## src/logic/csiu_cfg.svh

```systemverilog
// Constants for the channel status and interrupt unit
// Notes on behaviour
// Processor side takes 8 channel, 4 processor, 1 privileged and 15 memory sources.
// Each source has a mask bit; masked-off sources never reach the processor.
// Source mask register loads from a preferential-area word by instruction.
// Masked sources are sampled only in the first fetch microcycle.
// A status change raises an interrupt and an automatic store, separately.
// Automatic store runs without stalling the processor.
// Status word is three 10-bit fields; every store writes the whole word.
// Status word is stored only on a change or on a status probe.
// Automatic store is held off while a probe is in progress.
// Per-channel store mask, set or removed by data-bus terminal commands.
// Automatic store goes to the controller's change-status location.
// Probe writes status word, sequence pointer, data count to three words.
// Probe freezes changes, stores, clears probed field and latches, releases.
// Probed channel's interrupt trigger is reset before the freeze releases; here both happen at the same clock edge.
// Channel interrupt stays up while status changed since its last probe.
// Interrupts and status stay stacked until serviced; clear per channel.
// Status holds until probed; reading the store area does not clear it.
// Processor-side mask is independent of the controller-side store mask.
// Channel interrupt bits are not latched; they follow their source.
// Asynchronous sources pass two-stage synchronisers before sampling.
// Changes in one cycle merge into a single whole-word store.
`ifndef CSIU_CFG_SVH
`define CSIU_CFG_SVH
`define CSIU_NCHAN 3
`define CSIU_FIELD_W 10
`define CSIU_WORD_W 30
`define CSIU_NSRC 28
`define CSIU_CHAN_SRC_LO 0
`define CSIU_ADDR_W 16
`define CSIU_DATA_W 32
`define CSIU_CHG_OFFSET 16'h0040
`define CSIU_PROBE_OFFSET 16'h0050
`define CSIU_STATUS_RESET 30'h0000_0000
`define CSIU_MASK_RESET 28'h000_0000
`endif

```

## src/logic/csiu_pkg.sv

```systemverilog
// Types for the channel status and interrupt unit
`include "csiu_cfg.svh"
package csiu_pkg;
  typedef logic [`CSIU_FIELD_W-1:0] csiu_field_t;
  typedef logic [`CSIU_WORD_W-1:0] csiu_word_t;
  typedef logic [`CSIU_NSRC-1:0] csiu_src_t;
  typedef logic [`CSIU_ADDR_W-1:0] csiu_addr_t;
  typedef logic [`CSIU_DATA_W-1:0] csiu_data_t;
  typedef enum logic [2:0] {ST_IDLE, ST_AUTO, ST_P_SW, ST_P_PTR, ST_P_CNT, ST_P_CLR} csiu_state_t;
endpackage

```

## src/logic/csiu_sync.sv

```systemverilog
// Two-stage synchroniser for a bank of asynchronous source levels
`include "csiu_cfg.svh"
module csiu_sync
  import csiu_pkg::*;
(
  input wire logic clk, // System clock
  input wire logic reset, // Synchronous reset
  input wire logic clkEn, // Freeze when low
  input wire csiu_src_t asyncIn, // Raw source levels
  output csiu_src_t syncOut // Synchronised levels
);
  csiu_src_t meta_q;
  always_ff @(posedge clk)
  begin
    if (reset)
    begin
      meta_q <= `CSIU_MASK_RESET;
      syncOut <= `CSIU_MASK_RESET;
    end
    else if (clkEn)
    begin
      meta_q <= asyncIn;
      syncOut <= meta_q;
    end
  end
endmodule

```

## src/logic/csiu_top.sv

```systemverilog
// Channel status and interrupt unit: status word, stores and source interrupts
`include "csiu_cfg.svh"
module csiu_top
  import csiu_pkg::*;
(
  input wire logic clk, // System clock, 125 MHz
  input wire logic reset, // Synchronous reset, active high
  input wire logic clkEn, // Freezes all state when low
  input wire logic [`CSIU_NCHAN-1:0] chanDelta, // Per-channel status change pulse
  input wire logic [`CSIU_WORD_W-1:0] chanStatusIn, // New status bits per channel
  input wire logic [`CSIU_NCHAN-1:0] maskOnCmd, // Terminal command: store mask on
  input wire logic [`CSIU_NCHAN-1:0] maskOffCmd, // Terminal command: store mask off
  input wire logic [4:0] otherSrc, // Processor and privileged sources
  input wire logic [14:0] memSrc, // Memory sources
  input wire logic [4:0] spareChanSrc, // Channel sources of other units
  input wire logic fetchFirst, // First microcycle of instruction fetch
  input wire logic maskLoad, // Load source mask from preferential word
  input wire csiu_src_t maskWord, // Mask value read from preferential area
  input wire logic probeReq, // Status probe command strobe
  input wire logic [1:0] probeChan, // Channel being probed
  input wire logic [`CSIU_DATA_W-1:0] seqPtrIn, // Probed channel sequence pointer
  input wire logic [`CSIU_DATA_W-1:0] dataCountIn, // Probed channel data count
  input wire logic memReady, // Main store accepts the write
  output csiu_word_t statusWord, // Current channel status word
  output csiu_src_t pendingSrc, // Masked sources sampled at fetch
  output csiu_src_t sourceMask, // Source mask register
  output logic [`CSIU_NCHAN-1:0] chanIrq, // Per-channel interrupt triggers
  output logic [`CSIU_NCHAN-1:0] storeMask, // Per-channel auto store mask
  output logic [`CSIU_NCHAN-1:0] chanLatchClr, // Clear pulse to channel latches
  output logic memWrite, // Write strobe to main store
  output csiu_addr_t memAddr, // Write address
  output csiu_data_t memData, // Write data
  output logic probeBusy, // Probe in progress, changes frozen
  output logic probeDone // One-cycle probe completion
);
  import csiu_pkg::*;

  csiu_state_t state_q;
  csiu_src_t rawSrc;
  csiu_src_t syncSrc;
  csiu_word_t fieldMask;
  logic [`CSIU_NCHAN-1:0] maskedDelta;
  logic anyDelta;
  logic autoPend_q;
  logic [1:0] probeChan_q;
  csiu_data_t seqPtr_q;
  csiu_data_t dataCount_q;
  logic wrLaunch;
  logic wrBusy;
  logic clrFire;

  // Channel triggers go out unlatched into the source vector; other units
  // fill the remaining channel source slots
  assign rawSrc = {memSrc, otherSrc, spareChanSrc, chanIrq};

  csiu_sync uSync
  (
    .clk(clk),
    .reset(reset),
    .clkEn(clkEn),
    .asyncIn(rawSrc),
    .syncOut(syncSrc)
  );

  genvar gi;
  generate
    for (gi = 0; gi < `CSIU_NCHAN; gi++)
    begin : gField
      assign fieldMask[gi*`CSIU_FIELD_W +: `CSIU_FIELD_W] =
        {`CSIU_FIELD_W{probeChan_q == 2'(gi)}};
    end
  endgenerate

  // Changes are refused while a probe freezes the inputs
  assign maskedDelta = probeBusy ? 3'h0 : chanDelta;
  assign anyDelta = |(maskedDelta & storeMask);
  assign wrBusy = memWrite && !memReady;
  assign wrLaunch = !wrBusy;
  // The clear waits until the count word is taken, so the freeze never
  // drops while part of the probe record is still unwritten
  assign clrFire = (state_q == ST_P_CLR) && wrLaunch;

  // Source mask register, loaded by instruction from preferential area
  always_ff @(posedge clk)
  begin
    if (reset)
      sourceMask <= `CSIU_MASK_RESET;
    else if (clkEn && maskLoad)
      sourceMask <= maskWord;
  end

  // Sampled only in the first fetch microcycle; held otherwise
  always_ff @(posedge clk)
  begin
    if (reset)
      pendingSrc <= `CSIU_MASK_RESET;
    else if (clkEn && fetchFirst)
      pendingSrc <= syncSrc & sourceMask;
  end

  // Controller-side store mask, independent of the source mask
  always_ff @(posedge clk)
  begin
    if (reset)
      storeMask <= 3'h0;
    else if (clkEn)
      storeMask <= (storeMask | maskOnCmd) & ~maskOffCmd;
  end

  // Status word: each field set only by its channel, cleared only by probe
  always_ff @(posedge clk)
  begin
    if (reset)
      statusWord <= `CSIU_STATUS_RESET;
    else if (clkEn)
    begin
      if (clrFire)
        statusWord <= statusWord & ~fieldMask;
      else
      begin
        for (int i = 0; i < `CSIU_NCHAN; i++)
        begin
          if (maskedDelta[i])
            statusWord[i*`CSIU_FIELD_W +: `CSIU_FIELD_W] <=
              statusWord[i*`CSIU_FIELD_W +: `CSIU_FIELD_W] |
              chanStatusIn[i*`CSIU_FIELD_W +: `CSIU_FIELD_W];
        end
      end
    end
  end

  // Interrupt triggers: up from a change until its channel is probed
  always_ff @(posedge clk)
  begin
    if (reset)
      chanIrq <= 3'h0;
    else if (clkEn)
    begin
      for (int i = 0; i < `CSIU_NCHAN; i++)
      begin
        if (maskedDelta[i])
          chanIrq[i] <= 1'b1;
        else if (clrFire && probeChan_q == 2'(i))
          chanIrq[i] <= 1'b0;
      end
    end
  end

  // A change met during a busy write is remembered, not lost
  always_ff @(posedge clk)
  begin
    if (reset)
      autoPend_q <= 1'b0;
    else if (clkEn)
    begin
      if (anyDelta)
        autoPend_q <= 1'b1;
      else if (state_q == ST_AUTO && wrLaunch)
        autoPend_q <= 1'b0;
    end
  end

  // Probe capture of the selected channel's pointer and count
  always_ff @(posedge clk)
  begin
    if (reset)
    begin
      probeChan_q <= 2'h0;
      seqPtr_q <= 32'h0000_0000;
      dataCount_q <= 32'h0000_0000;
    end
    else if (clkEn && state_q == ST_IDLE && probeReq)
    begin
      probeChan_q <= probeChan;
      seqPtr_q <= seqPtrIn;
      dataCount_q <= dataCountIn;
    end
  end

  // Store sequencer; the probe has priority over a pending auto store
  always_ff @(posedge clk)
  begin
    if (reset)
      state_q <= ST_IDLE;
    else if (clkEn)
    begin
      case (state_q)
        ST_IDLE:
        begin
          if (probeReq)
            state_q <= ST_P_SW;
          else if (autoPend_q || anyDelta)
            state_q <= ST_AUTO;
        end
        ST_AUTO:
        begin
          if (wrLaunch)
            state_q <= ST_IDLE;
        end
        ST_P_SW:
        begin
          if (wrLaunch)
            state_q <= ST_P_PTR;
        end
        ST_P_PTR:
        begin
          if (wrLaunch)
            state_q <= ST_P_CNT;
        end
        ST_P_CNT:
        begin
          if (wrLaunch)
            state_q <= ST_P_CLR;
        end
        ST_P_CLR:
        begin
          if (wrLaunch)
            state_q <= ST_IDLE;
        end
        default:
          state_q <= ST_IDLE;
      endcase
    end
  end

  // Main store write port; the whole word is always written
  always_ff @(posedge clk)
  begin
    if (reset)
    begin
      memWrite <= 1'b0;
      memAddr <= 16'h0000;
      memData <= 32'h0000_0000;
    end
    else if (clkEn && wrLaunch)
    begin
      memWrite <= 1'b0;
      case (state_q)
        ST_AUTO:
        begin
          memWrite <= 1'b1;
          memAddr <= `CSIU_CHG_OFFSET;
          memData <= {2'b00, statusWord};
        end
        ST_P_SW:
        begin
          memWrite <= 1'b1;
          memAddr <= `CSIU_PROBE_OFFSET;
          memData <= {2'b00, statusWord};
        end
        ST_P_PTR:
        begin
          memWrite <= 1'b1;
          memAddr <= 16'(`CSIU_PROBE_OFFSET + 16'h0001);
          memData <= seqPtr_q;
        end
        ST_P_CNT:
        begin
          memWrite <= 1'b1;
          memAddr <= 16'(`CSIU_PROBE_OFFSET + 16'h0002);
          memData <= dataCount_q;
        end
        default:
          memWrite <= 1'b0;
      endcase
    end
  end

  // Freeze flag, latch clear and completion; the trigger resets in the
  // clear cycle, at the same edge as the freeze drops
  always_ff @(posedge clk)
  begin
    if (reset)
    begin
      probeBusy <= 1'b0;
      chanLatchClr <= 3'h0;
      probeDone <= 1'b0;
    end
    else if (clkEn)
    begin
      chanLatchClr <= 3'h0;
      probeDone <= 1'b0;
      if (state_q == ST_IDLE && probeReq)
        probeBusy <= 1'b1;
      else if (clrFire)
      begin
        probeBusy <= 1'b0;
        probeDone <= 1'b1;
        chanLatchClr <= 3'(3'h1 << probeChan_q);
      end
    end
  end
endmodule

```

## config.mk

```make
export PLATFORM = sky130hd
export DESIGN_NAME = csiu_top
export DESIGN_NICKNAME = d
export VERILOG_FILES = /design/src/logic/csiu_pkg.sv /design/src/logic/csiu_sync.sv /design/src/logic/csiu_top.sv
export VERILOG_INCLUDE_DIRS = /design/src /design/src/logic
export SDC_FILE = /design/constraint.sdc
export NUM_CORES = 1
export LEC_CHECK = 0
export BUFFER_PORTS_ARGS = -buffer_cell sky130_fd_sc_hd__buf_2
export CAP_MARGIN = 20
export CELL_PAD_IN_SITES_DETAIL_PLACEMENT = 1
export CELL_PAD_IN_SITES_GLOBAL_PLACEMENT = 1
export CORE_MARGIN = 1.5
export CORE_UTILIZATION = 35
export CTS_CLUSTER_DIAMETER = 120
export DETAILED_ROUTE_END_ITERATION = 6
export PLACE_DENSITY_LB_ADDON = 0.2
export SETUP_SLACK_MARGIN = 0.3
export SLEW_MARGIN = 20
export SYNTH_ARGS = -nofsm -noshare
export SYNTH_HDL_FRONTEND = slang
export SYNTH_SLANG_ARGS = --single-unit
```

## constraint.sdc

```tcl
create_clock -name clk -period 3 [get_ports clk]
set_clock_uncertainty 0.05 [all_clocks]
set_input_delay 0.3 -clock clk [delete_from_list [all_inputs] [get_ports clk]]
set_output_delay 0.3 -clock clk [all_outputs]
set_load 0.01 [all_outputs]
```

Word level (Yosys, flattened, before mapping) --
Cells that the tools add are included.
Operators by class: bitwise logic cells 10, $add $sub $neg 0, mux-type cells 29, $lt $le $gt $ge 0, shift-type cells 1, div/mod/pow operators 0, multiply operators 0, eq/ne operators 12, reductions and logical operators 42
Operators by type and width (number):
- 32-bit case mux with 3 select lines | 1
- 16-bit case mux with 4 select lines | 1
- 30-bit AND | 1
- 10-bit two-way mux | 3
- 30-bit two-way mux | 1
- 30-bit inverter | 1
- 10-bit OR | 3
- 28-bit AND | 1
- 3-bit two-way mux | 9
- 2-bit AND reduction | 10
- 2-bit nonzero test | 8
- 3-bit case mux with 5 select lines | 1
- 1-bit two-way mux | 13
- 1-bit logical AND | 12
- 2-bit inequality test, second input constant | 4
- 3-bit AND | 2
- 3-bit by 2-bit == test with 1-bit output, second input constant | 2
- 3-bit == test, second input constant | 2
- 6-bit AND reduction | 1
- 4-bit nonzero test | 1
- 2-bit OR reduction | 2
- 4-bit OR reduction | 1
- 3-bit by 1-bit == test with 1-bit output, second input constant | 1
- 3-bit zero test | 1
- 11 further kinds | 12
Word-level totals: memories 0, ROM bits 0, latch bits 0, bits in registers 272, output and inout bits 146, input bits 165, RAM bits 0, logic and storage cells 116

Logic depth before layout (Yosys ltp) --
depth after elaboration 7, gate-level depth with buffers 8, depth with buffers taken out 4

By module --
Synthesis repeated with hierarchy kept, for this count alone.
Second synthesis, totals: cell total of the unflattened synthesis 1100, area, all modules 10049.6 um2
Modules (own cells, without submodules):
- csiu_top | sequential area each 4083.9 um2, times used 1, cells each 920, area each 8035.2 um2
- csiu_sync | sequential area each 1121.1 um2, times used 1, cells each 180, area each 2014.4 um2

Least setup slack after synthesis --
No wires, ideal clock.
path kind reg-to-reg, start register state_q[0], end register chanIrq[1], period minus slack after synthesis 1494 ps, buffers on the path 3, data required time 2833 ps, data arrival time 1327 ps, setup slack 1506 ps, setup time 117 ps, cell stages (with the launch flop) 8, path through dfxtp_1 > buf_6 > nor2b_4 > and3_1 > buf_6 > a41oi_4 > buf_6 > a22o_1
On the way: word-level cells in the longest chain between the ends 5
Ends and longest elaborated chain:
- start: declaration | RTL line csiu_top.sv:38 | csiu_state_t state_q;
- start signal: assignment | RTL line csiu_top.sv:184 | state_q <= ST_IDLE;
- start signal: assignment | RTL line csiu_top.sv:191 | state_q <= ST_P_SW;
- start signal: assignment | RTL line csiu_top.sv:193 | state_q <= ST_AUTO;
- 3-bit == test | RTL line csiu_top.sv:81 | assign clrFire = (state_q == ST_P_CLR) && wrLaunch;
- 1-bit logical AND | RTL line csiu_top.sv:81
- 1-bit logical AND | RTL line csiu_top.sv:143 | else if (clrFire && probeChan_q == 2'(i))
- 2-bit nonzero test (no line)
- 2-bit AND reduction (no line)
- end signal: assignment | RTL line csiu_top.sv:136 | chanIrq <= 3'h0;
- end signal: indexed assignment | RTL line csiu_top.sv:142 | chanIrq[i] <= 1'b1;
- end signal: indexed assignment | RTL line csiu_top.sv:144 | chanIrq[i] <= 1'b0;
- end: declaration | RTL line csiu_top.sv:27 | output logic [`CSIU_NCHAN-1:0] chanIrq,
Every way passes these cells. A chain may end at the register's enable or synchronous reset.

Final worst setup path --
start register state_q[2], end register memData[9]
On the way: word-level cells in the longest chain between the ends 4, elaborated cells on any way between the ends 8, classes of those cells eq/ne: 4; mux: 1; reduce/logical: 3
Ends and longest elaborated chain:
- 3-bit by 1-bit == test with 1-bit output or 3-bit by 2-bit == test with 1-bit output (tied branches) | RTL line csiu_top.sv:238 | case (state_q)
- 2-bit OR reduction (no line)
- 3-bit nonzero test (no line)
- 2-bit AND reduction (no line)
- end signal: assignment | RTL line csiu_top.sv:243 | memData <= {2'b00, statusWord};
- end signal: assignment | RTL line csiu_top.sv:249 | memData <= {2'b00, statusWord};
- end signal: assignment | RTL line csiu_top.sv:255 | memData <= seqPtr_q;
- end: declaration | RTL line csiu_top.sv:32 | output csiu_data_t memData,
Several ways; a longest one is shown, not always the timed one.

==> reports/results.txt <==
run status = finished clean
CTS H-tree lvls = 1
mean area per synthesized cell = 8.859 um^2
Netlist cell types = 49
total grt overflow = 0
first-pass GRT wire length = 54,210 um
final max-slew violation count = 0
CTS Buf Count = 30
Worst path slowest cell = dfxtp_1
initial antenna violation count = 2
EDFF count, synth = 0
dpl ws = 697.4 ps
Core Footprint = 27,180 um^2
Clock Latency Late Sink = 550 ps
PD cells = 634.8 nW/um^2
# setup viols final = 0
Final min period = 2279 ps
WL final = 34,680 um
Yosys warning count = 0
Worst setup endpoint = memData[9]$_SDFFE_PP0P_
fmax = 0.4387 GHz
Post-CTS Repair Setup Buffers = 0
origin of the worst setup path = state_q[2]$_SDFFE_PP0P_
Hold Fails Final Rpt = 0
relative slew slack = 33.76%
# clock sinks = 260
Largest delay share family, worst path = simple AND/OR/NAND/NOR gates
Die X = 170.1 um
NumNets Final = 1,679
ys async rst share = 0%
GPL Wtd Cong = 0.8131
RSZ-0062 raised after global routing = no
CTS Root Cell = clkbuf_16
WP buf/inv = 1
startpoint types = flop
setup TNS = 0 ps
Reg2Reg Setup Slack = 720 ps
CP required = 3380 ps
die area = 28,930 um^2
Iter 0 DRT Violations = 500
die height = 170.1 um
Worst Setup End Kind = flop
highest-count cells in the layout ignoring fill and taps = buf_2 (296), dfxtp_1 (260), nand2_1 (237)
Reg clk slew, reported paths = 60 ps
DRT Pass-1 Iters = 4
slowest cell delay on critical path = 620 ps
Final Cell Area = 13,990 um^2
Placed Area = 11,370 um^2
final worst slack = 720.7 ps
pin count of the biggest net entering global routing = 207
crit path cell chain = and3b_1 > nor2_4 > buf_4 > a21oi_1 > a211oi_1
DRC Markers = 0
Starting Density = 35.96%
CTS tree = done
worst-margin pin slew = 993.6 ps
most common cell after layout, fill and taps aside = buf_2
antenna-violating nets left = 0
IO Port Bufs = 298
Min-Delay Path Class = in2reg
LEAKAGE = 0.005954 uW
worst reg2reg startpoint = state_q[2]$_SDFFE_PP0P_
register area share after synthesis = 53.27%
Hold Startpoint = maskOnCmd[2]
ys flop type = dfxtp_1
DR WL/cell = 18.15 um
Crit Path Max Fanout = 20
worst reg2reg path depth = 5
Worst VDD drop = 0.4120 mV
Detail Placement HPWL = 20,770 um
proportion of layout cells with a drive suffix above 1 = 24.54%
Area Overhead vs Synth = 43.15%
Post-Syn Area = 9772 um^2
Vias/cell = 5.013
CP Class = reg2reg
worst reg2reg endpoint = memData[9]$_SDFFE_PP0P_
max-cap check violation count = 0
clk buf depth = 3
I/O pins = 311
Post-Syn Instances = 1,103
Seq cells post-synth = 260
# rows = 60
fin crit share = 75.98%
CP arrival = 2660 ps
Vias = 9,575
Critical Path Stages = 5
vias in the first global route = 10,300
Tot GR Track Use = 23.57%
[power by group]
part           switching, uW  total, uW  internal [uW]
logic                    656       1180            520
clock network           1440       3890           2450
registers                151       3810           3660
[area by class of cell]
class	count	area [um^2]
Timing Repair Buffer	467	3194
Tap cell	372	465.4
Clock buffer	49	973.4
Inverter	2	7.507
Antenna cell	2	5.005
Multi-Input combinational cell	753	4035
Fill cell	3199	13190
Sequential cell	260	5205
Clock inverter	5	102.6
[flip-flops by register name, indices dropped and copies added, names as in the netlist]
name and flops:
autoPend_q 1, chanIrq 3, chanLatchClr 3, dataCount_q 32, memAddr 4, memData 32
memWrite 1, pendingSrc 28, probeBusy 1, probeChan_q 2, probeDone 1, seqPtr_q 32
sourceMask 28, state_q 3, statusWord 30, storeMask 3, uSync.meta_q 28, uSync.syncOut 28
[metrics by stage]
step	total power [uW]	hold slack, ps	std cells	util (%)
5_1_grt	9245	46.40	1910	51.47
4_1_cts	8955	6.973	1908	51.45
3_3_place_gp	4853	385.4	1700	41.82
3_5_place_dp	4879	391.8	1700	41.82
2_1_floorplan	4484	350.1	1114	-
6_report	8879	33.26	1910	51.47
[worst min-delay path: stages]
cell and delay [ps]:
buf_2 100, a21oi_1 130, a211oi_1 50
[synth_stat cells, drive strengths merged, types with 3 or more instances]
cell / n / area share, %
buf: 61 / 4.4
a211oi: 34 / 2.7
nor2: 99 / 3.9
nand2b: 6 / 0.38
a22o: 22 / 2.0
nand2: 237 / 9.1
a31oi: 3 / 0.26
o21ai: 14 / 0.76
mux2i: 56 / 5.7
nor3b: 3 / 0.35
and2: 3 / 0.19
dfxtp: 260 / 53
nor3: 3 / 0.27
a22oi: 30 / 2.3
a21oi: 176 / 9.0
nand4b: 3 / 0.33
and3: 3 / 0.19
clkbuf: 38 / 1.5
nand3: 31 / 1.6
[repair_timing]
action,in CTS,in global routing
gates resized for setup,0,0
hold buffers,154,0
endpoints found under the hold margin,154,0
[cells by family (layout without fill, tap and decap cells)]
logic type / Yosys count / in the layout / share of synthesized area (%)
muxes: 56 / 56 / 5.736
other: 1 / 14 / 0.03838
AOI/OAI and AO/OA: 289 / 289 / 18.03
DFF: 260 / 260 / 53.27
and+or+nand+nor: 396 / 396 / 17.00
buffers and inverters: 101 / 523 / 5.928
[how the worst min path moves through the flow]
stage / slack [ps] / cells after the start / to
after CTS: 7 / 3 / storeMask[2]$_SDFFE_PP0P_
after floorplan: 350 / 1 / storeMask[0]$_SDFFE_PP0P_
after global placement: 390 / 2 / pendingSrc[22]$_SDFFE_PP0P_
final: 30 / 3 / storeMask[2]$_SDFFE_PP0P_
after detailed placement: 390 / 2 / pendingSrc[3]$_SDFFE_PP0P_
after global routing: 50 / 3 / storeMask[1]$_SDFFE_PP0P_
[routing by layer]
layer  global-route usage (%)  up-vias  share of wire (%)
met1                    27.29     4617                 41
met4                    8.465        0                2.7
met3                    5.558       71                6.2
li1                         -     4590                  -
met5                        0        -                  0
met2                    42.21      297                 50
(Power assumes the default switching activity.)
